===== config.mk =====
export PLATFORM = sky130hd
export DESIGN_NAME = pfc_codec
export DESIGN_NICKNAME = d
export VERILOG_FILES = /design/src/rtl/pfc_pkg.sv /design/src/rtl/pfc_diag_map.sv /design/src/rtl/pfc_codec.sv
export VERILOG_INCLUDE_DIRS = /design/src /design/src/rtl
export SDC_FILE = /design/constraint.sdc
export NUM_CORES = 1
export LEC_CHECK = 0
export BUFFER_PORTS_ARGS = -buffer_cell sky130_fd_sc_hd__buf_2
export CAP_MARGIN = 0
export CORE_UTILIZATION = 54
export DETAILED_ROUTE_END_ITERATION = 16
export GPL_TIMING_DRIVEN = 0
export PLACE_DENSITY = 0.81
export REMOVE_ABC_BUFFERS = 1
export SLEW_MARGIN = 40
export SYNTH_ARGS = -nofsm -noshare
export SYNTH_HDL_FRONTEND = slang
export SYNTH_HIERARCHICAL = 1
export SYNTH_SLANG_ARGS = --single-unit

===== constraint.sdc =====
create_clock -name mclk -period 2.8 [get_ports mclk]
set_input_delay 0.7 -clock mclk [delete_from_list [all_inputs] [get_ports mclk]]
set_output_delay 0.7 -clock mclk [all_outputs]
set_load 0.02 [all_outputs]

===== src/rtl/pfc_defs.svh =====
// Offsets, field codes, limits and bus answers of the packet field codec.
// Assumes a 250 MHz single clock; no timing counts are needed.
`ifndef PFC_DEFS_SVH
`define PFC_DEFS_SVH
// Register byte offsets
`define PFC_A_CTRL 8'h00
`define PFC_A_STAT 8'h04
`define PFC_A_HDR 8'h08
`define PFC_A_DIAG 8'h0c
`define PFC_A_LENS 8'h10
`define PFC_A_ENCCFG 8'h14
`define PFC_A_ENCOUT 8'h18
// Control bits
`define PFC_CTRL_LOCAL 0
`define PFC_CTRL_FAST 1
`define PFC_CTRL_CLR 2
`define PFC_CTRL_RST 2'h0
// Format identifier codes (bits 6 and 5 of octet 1)
`define PFC_GFI_M8 2'h1
`define PFC_GFI_M128 2'h2
// Packet type octets
`define PFC_TY_INT 8'h23
`define PFC_TY_CLR 8'h13
`define PFC_TY_RR8 5'h01
`define PFC_TY_RNR8 5'h05
`define PFC_TY_RR128 8'h01
`define PFC_TY_RNR128 8'h05
// Clearing cause and diagnostic mapping
`define PFC_CAUSE_CONG 8'h05
`define PFC_DG_LOW_MAX 8'h6f
`define PFC_DG_SAME_MAX 8'h7f
`define PFC_DG_LOW 8'h72
`define PFC_DG_HIGH 8'h71
// Field limits
`define PFC_FAC_MAX 7'h6d
`define PFC_INT_MAX 8'h20
`define PFC_CUD_MAX 8'h80
`define PFC_BCD_MAX 4'h9
// Bus answers
`define PFC_RESP_OK 2'h0
`define PFC_RESP_ERR 2'h2
`endif


===== src/rtl/pfc_pkg.sv =====
// Types shared by the packet field codec files.
// Assumes nothing beyond a SystemVerilog compiler.
package pfc_pkg;
  // Parser walk states, one-hot
  typedef enum logic [10:0] {
    PFC_ST_HDR = 11'h001, PFC_ST_CAUSE = 11'h002, PFC_ST_DIAG = 11'h004,
    PFC_ST_ALEN = 11'h008, PFC_ST_ADDR = 11'h010, PFC_ST_ULEN = 11'h020,
    PFC_ST_UTIL = 11'h040, PFC_ST_FLEN = 11'h080, PFC_ST_FAC = 11'h100,
    PFC_ST_PAY = 11'h200, PFC_ST_FIXED = 11'h400
  } pfc_st_e;
  // Packet kinds found in octet 3
  typedef enum logic [2:0] {
    PFC_TY_NONE = 3'h0, PFC_TY_DATA = 3'h1, PFC_TY_INTR = 3'h2,
    PFC_TY_CLEAR = 3'h3, PFC_TY_RXRDY = 3'h4, PFC_TY_RXNRDY = 3'h5
  } pfc_ty_e;
  // Header fields of data and flow control packets
  typedef struct packed {
    logic q;
    logic d;
    logic mod128;
    logic more;
    logic [6:0] pr;
    logic [6:0] ps;
  } pfc_hdr_s;
  // Trailer and payload lengths
  typedef struct packed {
    logic [3:0] calling;
    logic [3:0] called;
    logic [5:0] util;
    logic [6:0] fac;
    logic [7:0] pay;
  } pfc_lens_s;
  // Encoder settings
  typedef struct packed {
    logic [3:0] calling;
    logic [3:0] called;
    pfc_hdr_s h;
  } pfc_enc_s;
endpackage


===== src/rtl/pfc_diag_map.sv =====
// Clearing diagnostic remapper with a registered result.
// Assumes cause and diagnostic are steady from the codec registers.
`timescale 1ns/1ps
`include "pfc_defs.svh"
module pfc_diag_map (
  // Clock and reset
  input wire logic mclk,
  input wire logic arst_n,
  // Cause, original diagnostic, event origin
  input wire logic [7:0] cause,
  input wire logic [7:0] diagIn,
  input wire logic localEvt,
  // Diagnostic as passed on
  output logic [7:0] diagOut
);
  logic remap;
  assign remap = (cause == `PFC_CAUSE_CONG) && !localEvt;
  // Congestion from a remote event folds the code into three bands
  always_ff @(posedge mclk or negedge arst_n) begin
    if (!arst_n) begin
      diagOut <= 8'h00;
    end else if (!remap || diagIn == 8'h00) begin
      diagOut <= diagIn;
    end else if (diagIn <= `PFC_DG_LOW_MAX) begin
      diagOut <= `PFC_DG_LOW;
    end else if (diagIn <= `PFC_DG_SAME_MAX) begin
      diagOut <= diagIn;
    end else begin
      diagOut <= `PFC_DG_HIGH;
    end
  end
endmodule // pfc_diag_map


===== src/rtl/pfc_codec.sv =====
// Packet field codec: walks one packet-layer packet from an octet stream,
// exposes its fields over AXI4-Lite, and encodes headers from settings.
// Assumes the octet source runs on mclk and holds data while not ready.
//
// Overview of operation
// - Remote congestion diagnostic: 0,112-127 kept, 1-111 to 114, 128-255 to 113.
// - Remap only for congestion cause and a non-local event, else pass.
// - Address length octet low nibble is called length in semi-octets.
// - Address length octet high nibble is calling length in semi-octets.
// - Utility length octet present implies address length octet present.
// - Address digits BCD, two per octet, high first, odd pad zero.
// - Redirected clear carries final destination in the address field.
// - Utility length in bits 6-1, bits 8 and 7 zero.
// - Utility length octet present whenever facility length octet is.
// - Utility field whole octets, at most 63, longer flagged.
// - Facility length in bits 7-1, bit 8 zero.
// - Facility length octet present whenever clear user data is.
// - Facility field at most 109 octets, carried opaque.
// - Clear user data only with fast select, 0 to 128 octets.
// - Format code 0001 modulo 8, 0010 modulo 128, selects layout.
// - Data qualifier flag is octet 1 bit 8.
// - Data delivery confirmation flag is octet 1 bit 7.
// - Modulo 8 data receive number in octet 3 bits 8-6.
// - Send number octet 3 bits 4-2 (mod 8) or 8-2 (mod 128).
// - More flag octet 3 bit 5 (mod 8) or octet 4 bit 1.
// - Data user data after octet 3 (mod 8) or octet 4.
// - Interrupt user data from octet 4, 1 to 32 octets, else flagged.
// - Flow control receive number octet 3 bits 8-6 or octet 4 bits 8-2.
`timescale 1ns/1ps
`include "pfc_defs.svh"
module pfc_codec (
  // Clock and reset
  input wire logic mclk,
  input wire logic arst_n,
  // Packet octet stream
  input wire logic inValid,
  input wire logic [7:0] inData,
  input wire logic inLast,
  output logic inReady,
  // AXI4-Lite write channels
  input wire logic [7:0] s_axi_awaddr,
  input wire logic s_axi_awvalid,
  output logic s_axi_awready,
  input wire logic [31:0] s_axi_wdata,
  input wire logic [3:0] s_axi_wstrb,
  input wire logic s_axi_wvalid,
  output logic s_axi_wready,
  output logic [1:0] s_axi_bresp,
  output logic s_axi_bvalid,
  input wire logic s_axi_bready,
  // AXI4-Lite read channels
  input wire logic [7:0] s_axi_araddr,
  input wire logic s_axi_arvalid,
  output logic s_axi_arready,
  output logic [31:0] s_axi_rdata,
  output logic [1:0] s_axi_rresp,
  output logic s_axi_rvalid,
  input wire logic s_axi_rready
);
  pfc_pkg::pfc_st_e st_reg, st_next;
  pfc_pkg::pfc_ty_e ty_reg, tyNow, tyEnd;
  pfc_pkg::pfc_hdr_s hdr_reg;
  pfc_pkg::pfc_lens_s lens_reg;
  pfc_pkg::pfc_enc_s enc_reg;
  logic [7:0] idx_reg, rem_reg, rem_next, cause_reg, diag_reg, diagOut, payEnd;
  logic [4:0] semiSum;
  logic [1:0] ctrl_reg;
  logic [7:0] awAddr_reg;
  logic [31:0] wData_reg, wMask;
  logic [3:0] wStrb_reg;
  logic accept, endOk, done_reg, done_next, clrPulse, wrGo, wrHit, rdHit;
  logic fmtErr_reg, lenErr_reg, intErr_reg, cudErr_reg;
  logic fmtSet, lenSet, intSet, cudSet;
  logic [31:0] rdWord;

  assign accept = inValid && inReady;
  assign semiSum = {1'b0, inData[7:4]} + {1'b0, inData[3:0]};

  // ==========================================================
  // Packet type decode
  // Type octet is read under the layout chosen by the format code
  always_comb begin
    tyNow = pfc_pkg::PFC_TY_NONE;
    if (!inData[0]) begin
      tyNow = pfc_pkg::PFC_TY_DATA;
    end else if (inData == `PFC_TY_INT) begin
      tyNow = pfc_pkg::PFC_TY_INTR;
    end else if (inData == `PFC_TY_CLR) begin
      tyNow = pfc_pkg::PFC_TY_CLEAR;
    end else if (hdr_reg.mod128) begin
      if (inData == `PFC_TY_RR128) tyNow = pfc_pkg::PFC_TY_RXRDY;
      if (inData == `PFC_TY_RNR128) tyNow = pfc_pkg::PFC_TY_RXNRDY;
    end else begin
      if (inData[4:0] == `PFC_TY_RR8) tyNow = pfc_pkg::PFC_TY_RXRDY;
      if (inData[4:0] == `PFC_TY_RNR8) tyNow = pfc_pkg::PFC_TY_RXNRDY;
    end
  end

  // ==========================================================
  // Field walk
  // Zero-length fields are skipped so the next length octet, or the payload after facilities, is expected
  always_comb begin
    st_next = st_reg;
    rem_next = rem_reg;
    case (st_reg)
      pfc_pkg::PFC_ST_HDR: begin
        if (idx_reg == 8'h02) begin
          case (tyNow)
            pfc_pkg::PFC_TY_DATA: st_next = hdr_reg.mod128 ? st_reg : pfc_pkg::PFC_ST_PAY;
            pfc_pkg::PFC_TY_INTR: st_next = pfc_pkg::PFC_ST_PAY;
            pfc_pkg::PFC_TY_CLEAR: st_next = pfc_pkg::PFC_ST_CAUSE;
            pfc_pkg::PFC_TY_NONE: st_next = pfc_pkg::PFC_ST_PAY;
            default: st_next = hdr_reg.mod128 ? st_reg : pfc_pkg::PFC_ST_FIXED;
          endcase
        end else if (idx_reg == 8'h03) begin
          st_next = (ty_reg == pfc_pkg::PFC_TY_DATA) ? pfc_pkg::PFC_ST_PAY
                                                     : pfc_pkg::PFC_ST_FIXED;
        end
      end
      pfc_pkg::PFC_ST_CAUSE: st_next = pfc_pkg::PFC_ST_DIAG;
      pfc_pkg::PFC_ST_DIAG: st_next = pfc_pkg::PFC_ST_ALEN;
      pfc_pkg::PFC_ST_ALEN: begin
        rem_next = {3'h0, semiSum};
        st_next = (semiSum == 5'h00) ? pfc_pkg::PFC_ST_ULEN : pfc_pkg::PFC_ST_ADDR;
      end
      pfc_pkg::PFC_ST_ADDR: begin
        rem_next = (rem_reg <= 8'h02) ? 8'h00 : rem_reg - 8'h02;
        if (rem_reg <= 8'h02) st_next = pfc_pkg::PFC_ST_ULEN;
      end
      pfc_pkg::PFC_ST_ULEN: begin
        rem_next = {2'h0, inData[5:0]};
        st_next = (inData[5:0] == 6'h00) ? pfc_pkg::PFC_ST_FLEN : pfc_pkg::PFC_ST_UTIL;
      end
      pfc_pkg::PFC_ST_UTIL: begin
        rem_next = rem_reg - 8'h01;
        if (rem_reg == 8'h01) st_next = pfc_pkg::PFC_ST_FLEN;
      end
      pfc_pkg::PFC_ST_FLEN: begin
        rem_next = {1'b0, inData[6:0]};
        st_next = (inData[6:0] == 7'h00) ? pfc_pkg::PFC_ST_PAY : pfc_pkg::PFC_ST_FAC;
      end
      pfc_pkg::PFC_ST_FAC: begin
        rem_next = rem_reg - 8'h01;
        if (rem_reg == 8'h01) st_next = pfc_pkg::PFC_ST_PAY;
      end
      default: st_next = st_reg;
    endcase
  end

  // A packet may end only at a field boundary; a length octet may be absent
  // but never one whose field was announced
  assign endOk = (st_next == pfc_pkg::PFC_ST_PAY) || (st_next == pfc_pkg::PFC_ST_ALEN)
              || (st_next == pfc_pkg::PFC_ST_ULEN) || (st_next == pfc_pkg::PFC_ST_FLEN)
              || (st_next == pfc_pkg::PFC_ST_FIXED);
  assign tyEnd = (st_reg == pfc_pkg::PFC_ST_HDR && idx_reg == 8'h02) ? tyNow : ty_reg;
  assign payEnd = lens_reg.pay + {7'h00, st_reg == pfc_pkg::PFC_ST_PAY && lens_reg.pay != 8'hff};

  // State, octet index and field countdown
  always_ff @(posedge mclk or negedge arst_n) begin
    if (!arst_n) begin
      st_reg <= pfc_pkg::PFC_ST_HDR;
      idx_reg <= 8'h00;
      rem_reg <= 8'h00;
    end else if (accept) begin
      st_reg <= inLast ? pfc_pkg::PFC_ST_HDR : st_next;
      idx_reg <= inLast ? 8'h00 : (idx_reg == 8'hff ? idx_reg : idx_reg + 8'h01);
      rem_reg <= rem_next;
    end
  end

  // Header fields; octet 1 restarts the record
  always_ff @(posedge mclk or negedge arst_n) begin
    if (!arst_n) begin
      hdr_reg <= '0;
      ty_reg <= pfc_pkg::PFC_TY_NONE;
    end else if (accept && st_reg == pfc_pkg::PFC_ST_HDR) begin
      if (idx_reg == 8'h00) begin
        hdr_reg <= '0;
        hdr_reg.q <= inData[7];
        hdr_reg.d <= inData[6];
        hdr_reg.mod128 <= (inData[5:4] == `PFC_GFI_M128);
        ty_reg <= pfc_pkg::PFC_TY_NONE;
      end else if (idx_reg == 8'h02) begin
        ty_reg <= tyNow;
        if (tyNow == pfc_pkg::PFC_TY_DATA && !hdr_reg.mod128) begin
          hdr_reg.pr <= {4'h0, inData[7:5]};
          hdr_reg.more <= inData[4];
          hdr_reg.ps <= {4'h0, inData[3:1]};
        end else if (tyNow == pfc_pkg::PFC_TY_DATA) begin
          hdr_reg.ps <= inData[7:1];
        end else if (tyNow == pfc_pkg::PFC_TY_RXRDY || tyNow == pfc_pkg::PFC_TY_RXNRDY) begin
          hdr_reg.pr <= hdr_reg.mod128 ? 7'h00 : {4'h0, inData[7:5]};
        end
      end else if (idx_reg == 8'h03) begin
        hdr_reg.pr <= inData[7:1];
        if (ty_reg == pfc_pkg::PFC_TY_DATA) hdr_reg.more <= inData[0];
      end
    end
  end

  // Clearing cause, diagnostic and length fields
  always_ff @(posedge mclk or negedge arst_n) begin
    if (!arst_n) begin
      cause_reg <= 8'h00;
      diag_reg <= 8'h00;
      lens_reg <= '0;
    end else if (accept) begin
      case (st_reg)
        pfc_pkg::PFC_ST_HDR: if (idx_reg == 8'h00) lens_reg <= '0;
        pfc_pkg::PFC_ST_CAUSE: cause_reg <= inData;
        pfc_pkg::PFC_ST_DIAG: diag_reg <= inData;
        pfc_pkg::PFC_ST_ALEN: begin
          lens_reg.called <= inData[3:0];
          lens_reg.calling <= inData[7:4];
        end
        pfc_pkg::PFC_ST_ULEN: lens_reg.util <= inData[5:0];
        pfc_pkg::PFC_ST_FLEN: lens_reg.fac <= inData[6:0];
        pfc_pkg::PFC_ST_PAY: if (lens_reg.pay != 8'hff) lens_reg.pay <= lens_reg.pay + 8'h01;
        default: lens_reg <= lens_reg;
      endcase
    end
  end

  // ==========================================================
  // Error flags and completion
  assign fmtSet = accept && (
      (st_reg == pfc_pkg::PFC_ST_HDR && idx_reg == 8'h00
        && inData[5:4] != `PFC_GFI_M8 && inData[5:4] != `PFC_GFI_M128)
    || st_reg == pfc_pkg::PFC_ST_FIXED
    || (st_reg == pfc_pkg::PFC_ST_ADDR && (inData[7:4] > `PFC_BCD_MAX
        || (rem_reg >= 8'h02 && inData[3:0] > `PFC_BCD_MAX)
        || (rem_reg == 8'h01 && inData[3:0] != 4'h0)))
    || (inLast && !endOk));
  assign lenSet = accept && (
      (st_reg == pfc_pkg::PFC_ST_ULEN && inData[7:6] != 2'h0)
    || (st_reg == pfc_pkg::PFC_ST_FLEN && (inData[7] || inData[6:0] > `PFC_FAC_MAX)));
  assign intSet = accept && inLast && tyEnd == pfc_pkg::PFC_TY_INTR
               && (payEnd == 8'h00 || payEnd > `PFC_INT_MAX);
  assign cudSet = accept && inLast && tyEnd == pfc_pkg::PFC_TY_CLEAR && payEnd != 8'h00
               && (!ctrl_reg[`PFC_CTRL_FAST] || payEnd > `PFC_CUD_MAX);
  assign done_next = (done_reg && !clrPulse) || (accept && inLast);

  // Sticky flags: a set in the clearing cycle survives
  always_ff @(posedge mclk or negedge arst_n) begin
    if (!arst_n) begin
      fmtErr_reg <= 1'b0;
      lenErr_reg <= 1'b0;
      intErr_reg <= 1'b0;
      cudErr_reg <= 1'b0;
      done_reg <= 1'b0;
      inReady <= 1'b0;
    end else begin
      fmtErr_reg <= (fmtErr_reg && !clrPulse) || fmtSet;
      lenErr_reg <= (lenErr_reg && !clrPulse) || lenSet;
      intErr_reg <= (intErr_reg && !clrPulse) || intSet;
      cudErr_reg <= (cudErr_reg && !clrPulse) || cudSet;
      done_reg <= done_next;
      inReady <= !done_next; // Holds the stream until software writes the clear bit of CTRL
    end
  end

  pfc_diag_map u_diag (
    .mclk(mclk),
    .arst_n(arst_n),
    .cause(cause_reg),
    .diagIn(diag_reg),
    .localEvt(ctrl_reg[`PFC_CTRL_LOCAL]),
    .diagOut(diagOut)
  );

  // ==========================================================
  // AXI4-Lite slave
  assign wrGo = !s_axi_awready && !s_axi_wready && !s_axi_bvalid;
  assign wMask = {{8{wStrb_reg[3]}}, {8{wStrb_reg[2]}}, {8{wStrb_reg[1]}}, {8{wStrb_reg[0]}}};
  assign wrHit = (awAddr_reg == `PFC_A_CTRL) || (awAddr_reg == `PFC_A_ENCCFG);
  assign clrPulse = wrGo && awAddr_reg == `PFC_A_CTRL && wMask[`PFC_CTRL_CLR]
                 && wData_reg[`PFC_CTRL_CLR];

  // Address and data are taken in either order, answer after both
  always_ff @(posedge mclk or negedge arst_n) begin
    if (!arst_n) begin
      s_axi_awready <= 1'b1;
      s_axi_wready <= 1'b1;
      s_axi_bvalid <= 1'b0;
      s_axi_bresp <= `PFC_RESP_OK;
      awAddr_reg <= 8'h00;
      wData_reg <= 32'h0000_0000;
      wStrb_reg <= 4'h0;
    end else begin
      if (s_axi_awvalid && s_axi_awready) begin
        s_axi_awready <= 1'b0;
        awAddr_reg <= {s_axi_awaddr[7:2], 2'h0};
      end
      if (s_axi_wvalid && s_axi_wready) begin
        s_axi_wready <= 1'b0;
        wData_reg <= s_axi_wdata;
        wStrb_reg <= s_axi_wstrb;
      end
      if (wrGo) begin
        s_axi_bvalid <= 1'b1;
        s_axi_bresp <= wrHit ? `PFC_RESP_OK : `PFC_RESP_ERR;
      end else if (s_axi_bvalid && s_axi_bready) begin
        s_axi_bvalid <= 1'b0;
        s_axi_awready <= 1'b1;
        s_axi_wready <= 1'b1;
      end
    end
  end

  // Writable settings with byte lanes honoured
  always_ff @(posedge mclk or negedge arst_n) begin
    if (!arst_n) begin
      ctrl_reg <= `PFC_CTRL_RST;
      enc_reg <= '0;
    end else if (wrGo && awAddr_reg == `PFC_A_CTRL) begin
      ctrl_reg <= (ctrl_reg & ~wMask[1:0]) | (wData_reg[1:0] & wMask[1:0]);
    end else if (wrGo && awAddr_reg == `PFC_A_ENCCFG) begin
      enc_reg <= (enc_reg & ~wMask[25:0]) | (wData_reg[25:0] & wMask[25:0]);
    end
  end

  // Read mux; the encoder output is formed on the fly from its settings
  always_comb begin
    rdHit = 1'b1;
    rdWord = 32'h0000_0000;
    case ({s_axi_araddr[7:2], 2'h0})
      `PFC_A_CTRL: rdWord = {30'h0, ctrl_reg};
      `PFC_A_STAT: rdWord = {21'h0, ty_reg, 2'h0, hdr_reg.mod128, cudErr_reg, intErr_reg,
                             lenErr_reg, fmtErr_reg, done_reg};
      `PFC_A_HDR: rdWord = {14'h0, hdr_reg};
      `PFC_A_DIAG: rdWord = {8'h0, diagOut, diag_reg, cause_reg};
      `PFC_A_LENS: rdWord = {3'h0, lens_reg};
      `PFC_A_ENCCFG: rdWord = {6'h0, enc_reg};
      `PFC_A_ENCOUT: begin
        rdWord[31:24] = {enc_reg.calling, enc_reg.called};
        rdWord[23:16] = {enc_reg.h.pr, enc_reg.h.more};
        rdWord[15:8] = enc_reg.h.mod128 ? {enc_reg.h.ps, 1'b0}
                     : {enc_reg.h.pr[2:0], enc_reg.h.more, enc_reg.h.ps[2:0], 1'b0};
        rdWord[7:0] = {enc_reg.h.q, enc_reg.h.d,
                       enc_reg.h.mod128 ? `PFC_GFI_M128 : `PFC_GFI_M8, 4'h0};
      end
      default: rdHit = 1'b0;
    endcase
  end

  // One read in flight; answer the cycle after the address is taken
  always_ff @(posedge mclk or negedge arst_n) begin
    if (!arst_n) begin
      s_axi_arready <= 1'b1;
      s_axi_rvalid <= 1'b0;
      s_axi_rdata <= 32'h0000_0000;
      s_axi_rresp <= `PFC_RESP_OK;
    end else if (s_axi_arvalid && s_axi_arready) begin
      s_axi_arready <= 1'b0;
      s_axi_rvalid <= 1'b1;
      s_axi_rdata <= rdWord;
      s_axi_rresp <= rdHit ? `PFC_RESP_OK : `PFC_RESP_ERR;
    end else if (s_axi_rvalid && s_axi_rready) begin
      s_axi_rvalid <= 1'b0;
      s_axi_arready <= 1'b1;
    end
  end
endmodule // pfc_codec


**Yosys cells after proc, flatten, opt, wreduce, memory -nomap -nowiden**

Index checks and enable logic that the tools add are counted.

- Add/sub/neg operators: 6
- $mul: 0
- Div/mod/pow operators: 0
- $lt $le $gt $ge: 9
- Equal/unequal tests: 52
- Shifts and indexed selects: 0
- Multiplexer cells: 67
- Bitwise operators: 9
- Reductions and logical operators: 110

Operator list:

| kind | count |
|---|---|
| case mux 32 bit (7 select lines) | 1 |
| 2-to-1 mux 11 bit | 9 |
| case mux 11 bit (9 select lines) | 1 |
| 2-to-1 mux 8 bit | 11 |
| AND 26 bit | 2 |
| case mux 8 bit (5 select lines) | 1 |
| logical AND 1 bit | 39 |
| 2-to-1 mux 3 bit | 12 |
| case mux 11 bit (3 select lines) | 1 |
| logical NOT 8 bit | 4 |
| case mux 8 bit (2 select lines) | 2 |
| 2-to-1 mux 29 bit | 1 |
| 2-to-1 mux 7 bit | 4 |
| NOT 26 bit | 1 |
| bitwise OR 26 bit | 1 |
| equality test 6 x 3 -> 1 bit, second input constant | 4 |
| equality test 11 x 10 -> 1 bit, second input constant | 2 |
| equality test 11 bit, second input constant | 2 |
| equality test 11 x 4 -> 1 bit, second input constant | 2 |
| equality test 11 x 6 -> 1 bit, second input constant | 2 |
| equality test 11 x 8 -> 1 bit, second input constant | 2 |
| logical OR 1 bit | 21 |
| adder 8 x 1 -> 8 bit, second input constant | 2 |
| equality test 8 x 1 -> 1 bit, second input constant | 2 |
| other kinds (63) | 124 |

- Register bits: 212
- Latch bits: 0
- Bits in writable memories: 0
- Memory bits (read-only): 0
- Output and inout port bits: 42
- Logic and storage cells: 297
- Memories: 0

**Longest topological paths before layout**

- Word-level depth: 22
- Mapped depth: 13
- Gate-level depth less buffers: 12

**Hierarchy**

The synthesis kept the hierarchy.

By module, submodules not included:

| module | times used | cells each | area an instance (µm²) | sequential area each (µm²) |
|---|---|---|---|---|
| pfc_codec | 1 | 1010 | 10457.5 | 5059.9 |
| pfc_diag_map | 1 | 28 | 332.8 | 200.2 |

**Worst setup path before layout**

No wires, ideal clock.

- Kind: input to register
- From: input inData[5]
- To: register fmtErr_reg
- Library setup time: 0.127 ns
- Data arrival time: 2.933 ns
- Data required time: 2.673 ns
- Path slack: -0.260 ns
- Stages on the path: 12
- Buffers on the path: 2
- Path through: clkbuf_1 clkbuf_1 inv_1 fa_1 xnor2_1 nor3b_1 o211ai_1 a21oi_1 o211a_1 nor4b_1 o211a_1 a31oi_1

- Word-level cells in the longest chain between the ends: 22
- Elaborated cells between the ends (all ways): 49
- Those cells by class: add/sub: 1; order compare: 1; eq/ne: 14; mux: 12; reduce/logical: 21

Ends and longest elaborated chain:

| what | line | source |
|---|---|---|
| from (decl) | pfc_codec.sv:37 | `input wire logic [7:0] inData,` |
| equality test 8 x 1 -> 1 bit (no source line) | -- |  |
| 2-to-1 mux 3 bit | pfc_codec.sv:91 | `` if (inData == `PFC_TY_RR128) tyNow = pfc_pkg::PFC_TY_RXRDY; `` |
| 2-to-1 mux 3 bit | pfc_codec.sv:92 | `` if (inData == `PFC_TY_RNR128) tyNow = pfc_pkg::PFC_TY_RXNRDY; `` |
| 2-to-1 mux 3 bit | pfc_codec.sv:90 | `end else if (hdr_reg.mod128) begin` |
| 2-to-1 mux 3 bit | pfc_codec.sv:88 | `` end else if (inData == `PFC_TY_CLR) begin `` |
| 2-to-1 mux 3 bit | pfc_codec.sv:86 | `` end else if (inData == `PFC_TY_INT) begin `` |
| 2-to-1 mux 3 bit | pfc_codec.sv:84 | `if (!inData[0]) begin` |
| equality test 3 x 2 -> 1 bit or logical NOT 3 bit (tied branches) | pfc_codec.sv:108 | `case (tyNow)` |
| [... 5 more ...] | -- |  |
| logical OR 1 bit | pfc_codec.sv:152 | `assign endOk = (st_next == pfc_pkg::PFC_ST_PAY) \|\| (st_next == pfc_pkg::PFC_ST_ALEN)` |
| logical OR 1 bit (2 in a row) | pfc_codec.sv:153 | `\|\| (st_next == pfc_pkg::PFC_ST_ULEN) \|\| (st_next == pfc_pkg::PFC_ST_FLEN)` |
| logical OR 1 bit | pfc_codec.sv:154 | `\|\| (st_next == pfc_pkg::PFC_ST_FIXED);` |
| logical NOT 1 bit | pfc_codec.sv:233 | `\|\| (inLast && !endOk));` |
| logical AND 1 bit | pfc_codec.sv:233 |  |
| logical OR 1 bit * | pfc_codec.sv:227 | `(st_reg == pfc_pkg::PFC_ST_HDR && idx_reg == 8'h00` |
| logical AND 1 bit * | pfc_codec.sv:226 | `assign fmtSet = accept && (` |
| logical OR 1 bit * | pfc_codec.sv:253 | `fmtErr_reg <= (fmtErr_reg && !clrPulse) \|\| fmtSet;` |
| to (signal assigned) | pfc_codec.sv:253 |  |
| to (decl) | pfc_codec.sv:72 | `logic fmtErr_reg, lenErr_reg, intErr_reg, cudErr_reg;` |

Every way passes the cells marked *; elsewhere a longest branch is shown, timed or not.
A chain may end at the register's enable or synchronous reset.

**Final worst setup path**

- From: register st_reg[3]
- To: register cudErr_reg

- Word-level cells in the longest chain between the ends: 8
- Elaborated cells between the ends (all ways): 14
- Those cells by class: add/sub: 1; order compare: 1; eq/ne: 3; mux: 1; reduce/logical: 8

Ends and longest elaborated chain:

| what | line | source |
|---|---|---|
| from (decl) | pfc_codec.sv:60 | `pfc_pkg::pfc_st_e st_reg, st_next;` |
| from (signal assigned) | pfc_codec.sv:161 | `st_reg <= pfc_pkg::PFC_ST_HDR;` |
| from (signal assigned) | pfc_codec.sv:165 | `st_reg <= inLast ? pfc_pkg::PFC_ST_HDR : st_next;` |
| branches (longest 6 deep; another with adder 8 x 1 -> 8 bit) | -- |  |
| logical AND 1 bit * | pfc_codec.sv:239 | `assign cudSet = accept && inLast && tyEnd == pfc_pkg::PFC_TY_CLEAR && payEnd != 8'h00` |
| logical OR 1 bit * | pfc_codec.sv:256 | `cudErr_reg <= (cudErr_reg && !clrPulse) \|\| cudSet;` |
| to (signal assigned) | pfc_codec.sv:256 |  |
| to (decl) | pfc_codec.sv:72 |  |

Every way passes the cells marked *.

==> qor.csv <==
metric,value,unit
status,finished with violations,
failing checks,negative setup slack,
buffers added on ports,98,
fin worst setup slack,-0.119,ns
Skew-Pair Late Insertion Delay,0.51,ns
Commonest cells post-synth,"dfrtp_1 (206), nand2_1 (134), mux2_2 (89)",
worst path arrival time,3.33,ns
Filler cells,1532,
Final ANT Viol Nets,0,
Max Cap Viol,0,
Inst Count DP,1346,
layout cell share with drive strength beyond 1,27.2,%
GPL Wtd Cong,0.921,
H-tree depth,1,
Max-slew headroom,47.2,%
Max Clock Freq,343,MHz
Nets,1210,
endpoints failing setup,4,
CORE AREA,19500,sq um
endpoints failing hold,0,
"Reg clk slew, reported paths",0.06,ns
Post-synth EDFFs,0,
Pwr Density,812,nW/um^2
gr ovfl total,0,
Yosys warnings,6,
maximum VDD drop,0.594,mV
routed wire length,29400,microns
hold crit path type,in2async,
Worst Path Required,3.21,ns
CTS root buf,clkbuf_16,
Yosys top cell by area,dfrtp_1,
Initial Util,55.3,%
"worst slack, placed",-0.739,ns
Die H,143,microns
post-synthesis instance area,10800,sq um
Worst R2R Setup Slack,-0.12,ns
clock sink count,210,
via/cell ratio,6.39,
die width,143,microns
fin. max-slew vios,0,
Worst-Margin Slew,0.789,ns
area share of the largest cell type after synthesis,47.8,%
clock tree buffer depth,3,
Crit. End Element,register,
Crit Path Category,reg2reg,
number of synthesized register bits,210,
post-detail-place hpwl,19600,microns
Multi-input gate area,5370,sq um
Post-synth top flop,dfrtp_1,
"Async S/R FF share, synth",100,%
Critical Path Source Type,register,
Pleak,5.73,nW
"top cells by area, synth","dfrtp_1 (48%), mux2_2 (9.3%), nand2_1 (4.7%)",
GRT Total Usage,28.1,%
unrepaired setup endpoints after global routing,true,
final hold slack,0.0910,ns
most common cell in the netlist,dfrtp_1,
number of antenna violations at the first check in global routing,0,
Synth cell types,83,
DR vias,8984,
ANT cells,0,
area grow syn2layout,17.1,%
Setup Skew,0.0194,ns
"Seq/Total Area, Yosys",48.7,%
Layout Cells excl Fill,1405,
CTS tree,yes,
Ports,111,
fin crit share,104,%
Die Area,20600,sq um
DRC violations left,0,
Sequential cell area,5270,sq um
global-route wire length before repair,44600,microns
Crit Path Max Fanout,7,
average cell area after synthesis,10.4,sq um
vias in the first global route,8308,
Num CTS Buffers,23,
largest net degree at the start of global routing,69,
synthesized instance count,1038,
R2R depth,11,
drt wl/cell,21.0,microns
post-layout min period,2.92,ns
number of DRC markers in iteration 0,960,
Pre-antenna DRT Iters,7,
standard-cell rows,51,
[area by class of cell]
| class | instances | share of cell area (%) |
|---|---|---|
| Inverter | 24 | 0.713 |
| Sequential cell | 210 | 41.7 |
| Clock inverter | 7 | 1.10 |
| Timing Repair Buffer | 122 | 6.16 |
| Tap cell | 265 | 2.63 |
| Multi-Input combinational cell | 744 | 42.5 |
| Clock buffer | 33 | 5.17 |
[stage by stage]
stage | power (mW) | utilization [%] | TNS, ns | instance area (sq um)
finish | 10.3 | 64.7 | -0.198 | 12600
global route | 10.7 | 64.7 | -1.00 | 12600
CTS | 10.0 | 63.3 | -0.194 | 12400
detailed placement | 6.73 | 58.7 | -11.63 | 11500
global placement | 6.62 | 58.0 | -556.23 | 11300
floorplan | 5.87 | - | -5.22 | 10500
[critical path, cell delays in order (launching register included)]
cell and delay (ns):
dfrtp_2 0.46, nor4_4 0.32, nand3_2 0.12, nor4b_4 0.39, ha_2 0.27, ha_2 0.21
o21ai_0 0.08, a21oi_1 0.19, nor3_2 0.07, and3_1 0.15, maj3_1 0.37, o41ai_2 0.20
[power by group]
| part | leakage, nW | internal, mW | total (mW) | switching [mW] |
|---|---|---|---|---|
| registers | 2.78 | 3.64 | 4.24 | 0.600 |
| clock network | 0.388 | 1.98 | 3.18 | 1.20 |
| logic | 2.57 | 1.26 | 2.83 | 1.57 |
[path summary, 6_finish.rpt]
path / from / endpoint
setup / recovery: st_reg[3] / cudErr_reg
hold / removal: arst_n / s_axi_rresp[1]
setup reg to reg: st_reg[3] / cudErr_reg
hold reg to reg: s_axi_rdata[30] / s_axi_rdata[30]
max in group asynchronous: arst_n / s_axi_wready
min in group mclk: s_axi_wvalid / s_axi_wready
[cell usage in the layout (no fill, tap or decap), drive strengths merged, types with 7 or more instances in the layout]
master and count:
nor4 12, o21ai 80, mux2i 25, and3 9
a22o 34, a22oi 10, clkbuf 34, a21oi 38
or3 13, dfrtp 206, a32o 7, nand4 13
nor3 17, a222oi 12, nor2 58, nand2 134
o22ai 15, ha 15, xor2 11, buf 121
o31ai 11, inv 24, mux2 89, nand3 22
a21o 9, a31oi 8
[per-layer routing]
layer / wire (microns) / global-route usage, %
met1: 12000 / 38.3
met2: 13700 / 44.3
met3: 2800 / 5.93
met4: 915 / 10.4
met5: 0 / 0
[timing repair]
item	CTS	global route
gates resized for setup	14	29
buffers inserted	5	12
endpoints found under the setup margin	38	30
gates cloned	0	1
pin swaps	2	10
hold buffers	0	0
[cells by family after synthesis]
logic type	share of synthesized area, %
xor gates and xnor gates	1.38
adders and majority gates	2.02
AOI/OAI and AO/OA	17.8
other	0.0348
buffers and inverters	3.44
muxes	11.6
DFF	48.7
and+or+nand+nor	15.0
Note: power is estimated with default switching activity, not from simulation.
